<file path="config.mk">
export PLATFORM = sky130hd
export DESIGN_NAME = iossl_top
export DESIGN_NICKNAME = d
export VERILOG_FILES = /design/src/iossl_pkg.sv /design/src/iossl_sync_if.sv /design/src/iossl_sync.sv /design/src/iossl_top.sv
export VERILOG_INCLUDE_DIRS = /design/src /design/src/src
export SDC_FILE = /design/constraint.sdc
export NUM_CORES = 1
export LEC_CHECK = 0
export CAP_MARGIN = 40
export CORE_MARGIN = 10
export CORE_UTILIZATION = 52
export CTS_CLUSTER_DIAMETER = 120
export DETAILED_ROUTE_END_ITERATION = 8
export DONT_BUFFER_PORTS = 1
export GPL_ROUTABILITY_DRIVEN = 0
export PLACE_DENSITY_LB_ADDON = 0.2
export SKIP_CTS_REPAIR_TIMING = 1
export SLEW_MARGIN = 20
export SYNTH_ARGS = -nofsm -noshare
export SYNTH_HDL_FRONTEND = slang
export SYNTH_SLANG_ARGS = --single-unit
</file>
<file path="constraint.sdc">
create_clock -name clock -period 1.3 [get_ports clock]
set_clock_uncertainty 0.15 [all_clocks]
set_input_delay 0 -clock clock [delete_from_list [all_inputs] [get_ports clock]]
set_output_delay 0 -clock clock [all_outputs]
set_load 0.01 [all_outputs]
</file>
<file path="src/iossl_defs.svh">
// Constants for the start/stop logic decoder.
// Assumes inclusion by bare name from src/.
`ifndef IOSSL_DEFS_SVH
`define IOSSL_DEFS_SVH
`define IOSSL_SEL_LEVEL 2'h0
`define IOSSL_SEL_THREE_WIRE 2'h1
`define IOSSL_SEL_EDGE 2'h2
`define IOSSL_SEL_START_REV 2'h3
`define IOSSL_IN_COUNT 6
`define IOSSL_B_CS1 0
`define IOSSL_B_CS2 1
`define IOSSL_B_CS3 2
`define IOSSL_B_KSTART 3
`define IOSSL_B_KSTOP 4
`define IOSSL_B_PERMIT 5
`define IOSSL_FILL_DEPTH 3
`endif

</file>
<file path="src/iossl_pkg.sv">
// Types shared by the start/stop logic decoder.
// Assumes nothing beyond a SystemVerilog compiler.
`default_nettype none
package iossl_pkg;
  typedef enum logic [1:0] {
    IOSSL_STOPPED = 2'b00,
    IOSSL_FWD = 2'b01,
    IOSSL_REV = 2'b10
  } iossl_state_e;
endpackage
`default_nettype wire

</file>
<file path="src/iossl_sync_if.sv">
// Interface carrying synchronised inputs and their edges.
// Assumes one clock domain.
`default_nettype none
interface iossl_sync_if #(parameter int N = 6);
  logic [N-1:0] level;
  logic [N-1:0] rise;
  logic [N-1:0] fall;
  modport src (output level, rise, fall);
  modport dst (input level, rise, fall);
endinterface
`default_nettype wire

</file>
<file path="src/iossl_sync.sv">
// Two-flop synchroniser and edge detector per input bit.
// Assumes asynchronous pins and a synchronised active-low reset.
`include "iossl_defs.svh"
`default_nettype none
module iossl_sync #(
  parameter int N = 6
) (
  input wire logic clock,
  input wire logic rst_n,
  input wire logic [N-1:0] pins,
  iossl_sync_if.src sync
);
  logic [N-1:0] meta_q;
  logic [N-1:0] meta_d;
  logic [N-1:0] stable_q;
  logic [N-1:0] stable_d;
  logic [N-1:0] prev_q;
  logic [N-1:0] prev_d;
  logic [`IOSSL_FILL_DEPTH-1:0] fill_q;
  logic [`IOSSL_FILL_DEPTH-1:0] fill_d;

  // ----------------------------------------
  // Per-bit next values
  // ----------------------------------------
  always_comb begin
    meta_d = pins;
    stable_d = meta_q;
    prev_d = stable_q;
    fill_d = {fill_q[`IOSSL_FILL_DEPTH-2:0], 1'b1};
  end

  // Registers; the fill chain marks when prev holds a real pin sample
  always_ff @(posedge clock or negedge rst_n) begin
    if (!rst_n) begin
      meta_q <= '0;
      stable_q <= '0;
      prev_q <= '0;
      fill_q <= '0;
    end else begin
      meta_q <= meta_d;
      stable_q <= stable_d;
      prev_q <= prev_d;
      fill_q <= fill_d;
    end
  end

  // Edges from consecutive settled samples
  // Edges wait until the chain is full, so a contact already closed
  // at reset release never reads as a fresh start
  genvar i;
  generate
    for (i = 0; i < N; i++) begin : g_bit
      assign sync.level[i] = stable_q[i];
      assign sync.rise[i] = stable_q[i] & ~prev_q[i] & fill_q[`IOSSL_FILL_DEPTH-1];
      assign sync.fall[i] = ~stable_q[i] & prev_q[i] & fill_q[`IOSSL_FILL_DEPTH-1];
    end
  endgenerate
endmodule
`default_nettype wire

</file>
<file path="src/iossl_top.sv">
// Start/stop logic decoder for the I/O place A control inputs.
// Assumes asynchronous contacts and buttons; one 50 MHz clock.
`include "iossl_defs.svh"
`default_nettype none
module iossl_top
  import iossl_pkg::*;
(
  input wire logic clock,
  input wire logic reset_n,
  input wire logic control_input_one,
  input wire logic control_input_two,
  input wire logic control_input_three,
  input wire logic keypad_start,
  input wire logic keypad_stop,
  input wire logic run_permit,
  input wire logic [1:0] io_place_a_start_logic_select,
  input wire logic keypad_stop_honour,
  input wire logic fault_reset,
  input wire logic io_control_enter,
  output logic run_cmd,
  output logic reverse_cmd,
  output logic zero_freq_cmd
);
  // ----------------------------------------
  // Reset release
  // ----------------------------------------
  logic rst_a_q;
  logic rst_b_q;
  logic rst_n;

  // Reset enters asynchronously but releases on two clock edges
  always_ff @(posedge clock or negedge reset_n) begin
    if (!reset_n) begin
      rst_a_q <= 1'b0;
      rst_b_q <= 1'b0;
    end else begin
      rst_a_q <= 1'b1;
      rst_b_q <= rst_a_q;
    end
  end
  assign rst_n = rst_b_q;

  // ----------------------------------------
  // Input synchronisation
  // ----------------------------------------
  iossl_sync_if #(.N(`IOSSL_IN_COUNT)) sif ();
  logic [`IOSSL_IN_COUNT-1:0] pins;

  // Pin bundle in fixed bit order
  always_comb begin
    pins = '0;
    pins[`IOSSL_B_CS1] = control_input_one;
    pins[`IOSSL_B_CS2] = control_input_two;
    pins[`IOSSL_B_CS3] = control_input_three;
    pins[`IOSSL_B_KSTART] = keypad_start;
    pins[`IOSSL_B_KSTOP] = keypad_stop;
    pins[`IOSSL_B_PERMIT] = run_permit;
  end

  iossl_sync #(.N(`IOSSL_IN_COUNT)) u_sync (
    .clock(clock),
    .rst_n(rst_n),
    .pins(pins),
    .sync(sif.src)
  );

  // Settled levels and edges
  logic cs1;
  logic cs2;
  logic cs3;
  logic cs1_rise;
  logic cs2_rise;
  logic cs3_rise;
  logic cs1_fall;
  logic cs2_fall;
  logic cs2_chg;
  logic kstart_rise;
  logic kstop_rise;
  logic permit;
  logic permit_fall;
  assign cs1 = sif.level[`IOSSL_B_CS1];
  assign cs2 = sif.level[`IOSSL_B_CS2];
  assign cs3 = sif.level[`IOSSL_B_CS3];
  assign cs1_rise = sif.rise[`IOSSL_B_CS1];
  assign cs2_rise = sif.rise[`IOSSL_B_CS2];
  assign cs3_rise = sif.rise[`IOSSL_B_CS3];
  assign cs1_fall = sif.fall[`IOSSL_B_CS1];
  assign cs2_fall = sif.fall[`IOSSL_B_CS2];
  assign cs2_chg = sif.rise[`IOSSL_B_CS2] | sif.fall[`IOSSL_B_CS2];
  assign kstart_rise = sif.rise[`IOSSL_B_KSTART];
  assign kstop_rise = sif.rise[`IOSSL_B_KSTOP];
  assign permit = sif.level[`IOSSL_B_PERMIT];
  assign permit_fall = sif.fall[`IOSSL_B_PERMIT];

  // Event strobes from same-clock logic, sampled once to form edges
  logic fault_reset_q;
  logic io_enter_q;
  logic fault_reset_d;
  logic io_enter_d;
  logic rearm_event;

  // ----------------------------------------
  // Run state machine
  // ----------------------------------------
  iossl_state_e state_q;
  iossl_state_e state_d;
  logic kp_stopped_q;
  logic kp_stopped_d;
  logic fwd_blocked_q;
  logic fwd_blocked_d;
  logic rev_blocked_q;
  logic rev_blocked_d;
  logic sel_edge;
  logic [1:0] sel;
  logic kstop_act;

  assign sel = io_place_a_start_logic_select;
  assign sel_edge = (sel == `IOSSL_SEL_THREE_WIRE) || (sel == `IOSSL_SEL_EDGE);
  assign rearm_event = (fault_reset & ~fault_reset_q) | (io_control_enter & ~io_enter_q);
  // Keypad stop is ignored unless honoured
  assign kstop_act = kstop_rise & keypad_stop_honour;

  // Next-state decode per selection
  always_comb begin
    state_d = state_q;
    kp_stopped_d = kp_stopped_q;
    fwd_blocked_d = fwd_blocked_q;
    rev_blocked_d = rev_blocked_q;
    fault_reset_d = fault_reset;
    io_enter_d = io_control_enter;
    // Opening a contact rearms its edge start
    if (!cs1) begin
      fwd_blocked_d = 1'b0;
    end
    if (sel == `IOSSL_SEL_THREE_WIRE ? !cs3 : !cs2) begin
      rev_blocked_d = 1'b0;
    end
    // Held contacts after a protective stop must open first
    if (rearm_event || permit_fall) begin
      fwd_blocked_d = sel_edge & cs1;
      rev_blocked_d = sel_edge & (sel == `IOSSL_SEL_THREE_WIRE ? cs3 : cs2);
    end
    case (sel)
      `IOSSL_SEL_LEVEL: begin
        // Level run; from standstill reverse needs a rising edge; first active direction keeps priority
        case (state_q)
          IOSSL_STOPPED: begin
            if (!kp_stopped_q && cs1) begin
              state_d = IOSSL_FWD;
            end else if (!kp_stopped_q && cs2_rise) begin
              state_d = IOSSL_REV;
            end
          end
          IOSSL_FWD: begin
            if (!cs1 && cs2) begin
              state_d = IOSSL_REV;
            end else if (!cs1) begin
              state_d = IOSSL_STOPPED;
            end
          end
          IOSSL_REV: begin
            if (!cs2 && cs1) begin
              state_d = IOSSL_FWD;
            end else if (!cs2) begin
              state_d = IOSSL_STOPPED;
            end
          end
          default: state_d = IOSSL_STOPPED;
        endcase
        // Keypad stop latches until keypad start with forward held, or until both direction contacts open
        if (kstart_rise && cs1) begin
          kp_stopped_d = 1'b0;
          state_d = IOSSL_FWD;
        end
        if (!cs1 && !cs2) begin
          kp_stopped_d = 1'b0;
        end
      end
      `IOSSL_SEL_THREE_WIRE: begin
        // Pulse control with active-low stop
        if (cs1_rise && !fwd_blocked_q && state_q != IOSSL_REV) begin
          state_d = IOSSL_FWD;
        end
        if (cs3_rise && !rev_blocked_q) begin
          state_d = IOSSL_REV;
        end
        if (!cs2) begin
          state_d = IOSSL_STOPPED;
        end
      end
      `IOSSL_SEL_EDGE: begin
        // Edge starts with first-set priority
        case (state_q)
          IOSSL_STOPPED: begin
            if (cs1_rise && !fwd_blocked_q) begin
              state_d = IOSSL_FWD;
            end else if (cs2_rise && !rev_blocked_q) begin
              state_d = IOSSL_REV;
            end
          end
          IOSSL_FWD: begin
            if (cs1_fall) begin
              state_d = cs2 ? IOSSL_REV : IOSSL_STOPPED;
            end
          end
          IOSSL_REV: begin
            if (cs2_fall) begin
              state_d = cs1 ? IOSSL_FWD : IOSSL_STOPPED;
            end
          end
          default: state_d = IOSSL_STOPPED;
        endcase
      end
      `IOSSL_SEL_START_REV: begin
        // Level start, reverse chooses direction
        if (!cs1) begin
          state_d = IOSSL_STOPPED;
          kp_stopped_d = 1'b0;
        end else if (!kp_stopped_q) begin
          state_d = cs2 ? IOSSL_REV : IOSSL_FWD;
        end else if (kstart_rise) begin
          kp_stopped_d = 1'b0;
          state_d = cs2 ? IOSSL_REV : IOSSL_FWD;
        end
        if (cs2_chg && state_q != IOSSL_STOPPED) begin
          state_d = cs2 ? IOSSL_REV : IOSSL_FWD;
        end
      end
      default: state_d = IOSSL_STOPPED;
    endcase
    // Keypad stop, honoured only when enabled
    if (kstop_act) begin
      state_d = IOSSL_STOPPED;
      kp_stopped_d = 1'b1;
      fwd_blocked_d = sel_edge & cs1;
      rev_blocked_d = sel_edge & (sel == `IOSSL_SEL_THREE_WIRE ? cs3 : cs2);
    end
    // Permit false forces standstill in every selection
    if (!permit) begin
      state_d = IOSSL_STOPPED;
      if (sel_edge) begin
        fwd_blocked_d = cs1;
        rev_blocked_d = (sel == `IOSSL_SEL_THREE_WIRE) ? cs3 : cs2;
      end
    end
  end

  // State registers; edge selections start blocked-free, inputs reset low
  always_ff @(posedge clock or negedge rst_n) begin
    if (!rst_n) begin
      state_q <= IOSSL_STOPPED;
      kp_stopped_q <= 1'b0;
      fwd_blocked_q <= 1'b0;
      rev_blocked_q <= 1'b0;
      fault_reset_q <= 1'b0;
      io_enter_q <= 1'b0;
    end else begin
      state_q <= state_d;
      kp_stopped_q <= kp_stopped_d;
      fwd_blocked_q <= fwd_blocked_d;
      rev_blocked_q <= rev_blocked_d;
      fault_reset_q <= fault_reset_d;
      io_enter_q <= io_enter_d;
    end
  end

  // ----------------------------------------
  // Command outputs
  // ----------------------------------------
  logic run_q;
  logic rev_q;
  logic zero_q;
  logic run_d;
  logic rev_d;
  logic zero_d;

  // Outputs follow the registered state; direction held while stopped
  always_comb begin
    run_d = (state_d != IOSSL_STOPPED);
    rev_d = (state_d == IOSSL_REV) ? 1'b1 : (state_d == IOSSL_FWD) ? 1'b0 : rev_q;
    zero_d = (state_d == IOSSL_STOPPED);
  end

  always_ff @(posedge clock or negedge rst_n) begin
    if (!rst_n) begin
      run_q <= 1'b0;
      rev_q <= 1'b0;
      zero_q <= 1'b1;
    end else begin
      run_q <= run_d;
      rev_q <= rev_d;
      zero_q <= zero_d;
    end
  end

  assign run_cmd = run_q;
  assign reverse_cmd = rev_q;
  assign zero_freq_cmd = zero_q;
endmodule
`default_nettype wire

</file>
### Word-level counts from Yosys, hierarchy flattened

Index checks and enable logic that the tools add are counted.

| cells by class | value |
|---|---|
| equal/unequal tests | 9 |
| muxes and demuxes | 47 |
| bitwise gates (word level) | 33 |
| reductions and logical operators | 27 |

Operator list:

| kind | count |
|---|---|
| $mux W2 | 22 |
| $and A1 B1 Y1 | 21 |
| $mux W1 | 21 |
| $pmux W2 S3 | 2 |
| $logic_and A1 B1 Y1 | 11 |
| $not A1 Y1 | 10 |
| $eq A2 B2 Y1 const B | 4 |
| $pmux W2 S4 | 1 |
| $eq A2 B1 Y1 const B | 3 |
| $logic_not A1 Y1 | 6 |
| $logic_not A2 Y1 | 3 |
| $reduce_bool A2 Y1 | 3 |
| $ne A4 B4 Y1 const B | 1 |
| $reduce_bool A3 Y1 | 1 |
| $logic_or A1 B1 Y1 | 2 |
| $ne A2 B2 Y1 const B | 1 |
| $or A1 B1 Y1 | 2 |
| $pmux W1 S2 | 1 |
| $reduce_and A2 Y1 | 1 |

| storage, ports and cells | value |
|---|---|
| register bits after elaboration | 33 |
| input port bits | 13 |
| output and inout port bits | 3 |
| word-level logic and storage cells | 131 |

### Depth between registers and ports, before layout

| depth | value |
|---|---|
| depth in word-level cells | 14 |
| gate-level depth with buffers | 8 |

### Cells and area by module

A second synthesis with hierarchy kept.

| second synthesis, totals | value |
|---|---|
| cells, all modules | 125 |
| area total of the unflattened synthesis | 1517.7 um2 |

Modules (own cells, without submodules):

| module | times used | cells an instance | area each (um2) |
|---|---|---|---|
| iossl_top | 1 | 90 | 869.6 |
| iossl_sync | 1 | 35 | 648.1 |

### Least setup slack after synthesis

No wires, ideal clock.

| path | value |
|---|---|
| path kind | register to register |
| from | register state_q[1] |
| to | register rev_q (netlist: reverse_cmd) |
| data arrival time | 2252 ps |
| data required time | 1025 ps |
| path slack | -1227 ps |
| stages on the path, launching flop included | 8 |
| path buffers | 1 |
| period minus slack after synthesis | 2527 ps |
| path through | dfrtp_1 -> buf_6 -> or4_4 -> o31ai_1 -> a31oi_1 -> a311o_1 -> ha_1 -> mux2_2 |

| between the ends | value |
|---|---|
| longest elaborated chain between the ends | 10 |

RTL lines:

| item | RTL line | text |
|---|---|---|
| from (decl) | iossl_top.sv:105 | `iossl_state_e state_q;` |
| from (signal assigned) | iossl_top.sv:258 | `state_q <= state_d;` |
| $ne A2 B2 Y1 | iossl_top.sv:181 | `if (cs1_rise && !fwd_blocked_q && state_q != IOSSL_REV) begin` |
| $logic_and A1 B1 Y1 | iossl_top.sv:181 |  |
| $mux W2 | iossl_top.sv:181 |  |
| $mux W2 | iossl_top.sv:184 | `if (cs3_rise && !rev_blocked_q) begin` |
| $mux W2 | iossl_top.sv:187 | `if (!cs2) begin` |
| $pmux W2 S4 (*) | iossl_top.sv:143 | `case (sel)` |
| $mux W2 (*) | iossl_top.sv:232 | `if (kstop_act) begin` |
| $mux W2 (*) | iossl_top.sv:239 | `if (!permit) begin` |
| $eq A2 B2 Y1 or $eq A2 B1 Y1 (tied branches) | iossl_top.sv:280 | `rev_d = (state_d == IOSSL_REV) ? 1'b1 : (state_d == IOSSL_FWD) ? 1'b0 : rev_q;` |
| $mux W1 or $reduce_bool A2 Y1 (tied branches) | -- |  |
| to (signal assigned) | iossl_top.sv:291 | `rev_q <= rev_d;` |
| to (decl) | iossl_top.sv:271 | `logic rev_q;` |

Every way passes the cells marked *; elsewhere a longest branch is shown, timed or not.
A chain may end at the register's enable or synchronous reset.

### Worst setup path in the final report

| path | value |
|---|---|
| from | register state_q[0] |
| to | register rev_q (netlist: reverse_cmd) |

Same word-level chain as after synthesis.

==> load_flow_metrics.sql <==
INSERT INTO impl_metrics (metric_group, metric, value, unit) VALUES
('status', 'run_status', 'finished with violations', ''),
('status', 'failing_checks', 'hold timing, setup timing', ''),
('global_routing', 'grt_first_pass_wirelength', '5240', 'um'),
('critical_path', 'critical_path_class', 'reg2reg', ''),
('critical_path', 'setup.worst_path.end_class', 'flip-flop', ''),
('floorplanning', 'die-width', '72.3', 'um'),
('power', 'ratio_of_total_power_to_cell_area', '1180', 'nW/um2'),
('synth', 'async_reset_ff_share', '100', '%'),
('layout', 'antennaDiodeCount', '0', ''),
('route', 'postRouteAntennaNets', '0', ''),
('synth', 'synth-seq-cells', '33', ''),
('clocking', 'cts_htree_levels', '2', ''),
('global_routing', 'grt_overflow', '0', ''),
('clocking', 'clock_insertion_delay_worst_skew', '0.33', 'ns'),
('global_routing', 'grt_use_total', '12.7', '%'),
('floorplanning', 'die_area', '5220', 'um2'),
('critical_path', 'regToRegSetupSlack', '-1.28', 'ns'),
('route', 'detailedRoute.firstPassIterationCount', '4', ''),
('clocking', 'tritoncts_clock_tree', 'yes', ''),
('layout', 'final_cell_mix', 'sky130_fd_sc_hd__dfrtp_1 (31), sky130_fd_sc_hd__buf_4 (29), sky130_fd_sc_hd__nand2_1 (11)', ''),
('global_routing', 'first_global_vias', '1134', ''),
('global_routing', 'grt_antenna_before_repair', '0', ''),
('synth', 'syn-instance-count', '124', ''),
('floorplanning', 'pin_count', '16', ''),
('floorplanning', 'design.core.area', '2540', 'um2'),
('placed_design', 'pre_cts_ws', '-1.21', 'ns'),
('global_routing', 'grt_max_degree', '14', ''),
('power', 'vdd_drop_max', '1.21', 'mV'),
('flow_run', 'max-cap-violations', '0', ''),
('route', 'route.detailed.wl_per_inst', '16.9', 'um'),
('placed_design', 'detailed_place.area', '1680', 'um2'),
('critical_path', 'logic_depth_of_the_worst_register_to_register_path', '6', ''),
('timing', 'hold_violations', '5', ''),
('synth', 'number_of_synthesized_flops_with_an_enable_pin', '0', ''),
('clocking', 'cts_buffer_depth', '2', ''),
('power', 'p_leak', '0.900', 'nW'),
('timing', 'fmax', '388', 'MHz'),
('layout', 'leading_cell_type_in_the_layout_fill_and_taps_excluded', 'sky130_fd_sc_hd__dfrtp_1', ''),
('timing', 'period_minus_slack', '2.58', 'ns'),
('placed_design', 'io_buffers', '0', ''),
('route', 'detail_route.iter0.violations', '162', ''),
('timing', 'rsz_0062_raised_after_global_routing', 'true', ''),
('clocking', 'numClockSinks', '33', ''),
('synth', 'ys_dominant_reg_cell', 'sky130_fd_sc_hd__dfrtp_1', ''),
('layout', 'post_layout_inst_area', '1960', 'um2'),
('synth', 'synth_area', '1420', 'um2'),
('synth', 'synth_top_cells_by_area', 'sky130_fd_sc_hd__dfrtp_1 (56%), sky130_fd_sc_hd__ha_1 (6.2%), sky130_fd_sc_hd__a21oi_1 (3.2%)', ''),
('critical_path', 'critPathMaxFanout', '2', ''),
('hold_path', 'timing.hold.worst_path_depth', '2', ''),
('floorplanning', 'rows', '18', ''),
('synth', 'synth_largest_area_cell', 'sky130_fd_sc_hd__dfrtp_1', ''),
('synth', 'post_synth.cell_area_avg', '11.5', 'um2'),
('placed_design', 'dp.final_hpwl', '2310', 'um'),
('timing', 'maxSlewViolCount', '0', ''),
('route', 'vias', '1139', ''),
('floorplanning', 'initial_utilization', '55.9', '%'),
('layout', 'layout-drive-gt1-share', '32.4', '%'),
('timing', 'final_critical_path_setup_slack', '-1.28', 'ns'),
('synth', 'yosysSeqAreaShare', '58.2', '%'),
('clocking', 'clk_pin_slew_worst_paths', '0.11', 'ns'),
('critical_path', 'arr_time_crit_path', '2.66', 'ns'),
('synth', 'synthDistinctLibCells', '40', ''),
('route', 'drcViolationCount', '0', ''),
('clocking', 'clockRootBuffer', 'sky130_fd_sc_hd__clkbuf_4', ''),
('floorplanning', 'die_height', '72.3', 'um'),
('hold_path', 'hold_class', 'in2reg', ''),
('clocking', 'cts_buffers', '5', ''),
('synth', 'number_of_warning_messages_in_the_yosys_log', '0', ''),
('timing', 'final_min_period_over_clock_period', '199', '%'),
('route', 'via_per_inst', '5.70', ''),
('timing', 'setup_viol_count_final', '7', ''),
('critical_path', 'critical_path.startpoint_type', 'flip-flop', ''),
('layout', 'layout.nets', '189', ''),
('synth', 'post-synth-top-area-fraction', '56.3', '%'),
('layout', 'area.growth.synth_to_final', '37.6', '%'),
('critical_path', 'critPathRequiredTime', '1.38', 'ns'),
('route', 'finalWirelength', '3380', 'um'),
('timing', 'hold_slack', '-0.279', 'ns');
==> layer usage <==
layer  routed length [um]  part of all wire (%)  up-vias  GRT usage, %
li1                     -                     -      535             -
met1                 1370                    41      548          14.5
met2                 1700                    50       44          20.0
met3                  206                   6.1       12          5.17
met4                  105                   3.1        0          6.24
met5                    0                     0        -             0
==> state kept, by name, summed over array words and instances (netlist names) <==
| name | flops |
|---|---|
| rst_b_q | 1 |
| state_q | 2 |
| rst_a_q | 1 |
| u_sync.meta_q | 6 |
| u_sync.fill_q | 3 |
| kp_stopped_q | 1 |
| reverse_cmd | 1 |
| fault_reset_q | 1 |
| zero_freq_cmd | 1 |
| u_sync.sync.level | 6 |
| run_cmd | 1 |
| u_sync.prev_q | 6 |
| io_enter_q | 1 |
| rev_blocked_q | 1 |
| fwd_blocked_q | 1 |
==> synth_stat cells (all sizes together) (2+ instances only) <==
cell type	n
o31ai	2
and3b	2
nand2	11
nand3b	3
inv	10
buf	2
o22ai	3
a21oi	9
nor2b	2
nand3	2
o21ai	6
a31oi	3
clkbuf	3
a21boi	2
dfrtp	32
nor3	3
ha	7
==> worst max-delay path: stages, from the launching register on <==
cell and delay, ns:
sky130_fd_sc_hd__dfrtp_1 0.40, sky130_fd_sc_hd__or4_4 0.56, sky130_fd_sc_hd__o31ai_2 0.23, sky130_fd_sc_hd__a31oi_1 0.14, sky130_fd_sc_hd__a311o_1 0.37, sky130_fd_sc_hd__ha_1 0.32
sky130_fd_sc_hd__mux2_4 0.31
==> worst paths after layout <==
path | from | to
worst max-delay path | state_q[0] | reverse_cmd
worst min-delay path | keypad_stop_honour | kp_stopped_q
worst max register to register | state_q[0] | reverse_cmd
worst min register to register | rst_b_q | reverse_cmd
max in group asynchronous | rst_b_q | u_sync.sync.level[3]
min in group asynchronous | rst_b_q | reverse_cmd
==> final cells by class <==
| cell class | count | area [um2] |
|---|---|---|
| flip-flops and latches | 33 | 828 |
| multi-input cells | 77 | 603 |
| fillers | 177 | 589 |
| repair buffers | 42 | 360 |
| clock buffers | 6 | 51.3 |
| clock inverters | 2 | 37.5 |
| inverters | 10 | 37.5 |
| well taps | 30 | 37.5 |
==> where the power goes <==
part	total [mW]	switching (mW)	internal [mW]	leakage (nW)
registers	1.14	0.0499	1.09	0.393
clock network	0.810	0.353	0.457	0.0445
logic	0.352	0.168	0.185	0.462
total	2.31	0.570	1.74	0.900
==> per-stage QoR <==
| stage | std cells | util (%) | power (mW) | setup TNS (ns) |
|---|---|---|---|---|
| floorplan | 125 | - | 1.31 | -3.62 |
| global placement | 180 | 66.0 | 1.43 | -4.42 |
| detailed placement | 180 | 66.0 | 1.44 | -4.68 |
| CTS | 188 | 69.5 | 2.25 | -4.82 |
| global route | 200 | 76.8 | 2.40 | -5.32 |
| finish | 200 | 76.8 | 2.31 | -4.93 |
==> kinds of logic after synthesis <==
kind of cell / after synthesis / synth area share [%]
AO/OA/AOI/OAI: 37 / 17.6
adder cells (fa/ha/maj): 7 / 6.16
buffers and inverters: 15 / 4.58
flip-flops: 33 / 58.2
multiplexers: 2 / 1.50
other: 1 / 0.264
AND/OR/NAND/NOR: 29 / 11.7
(Power assumes the default switching activity.)
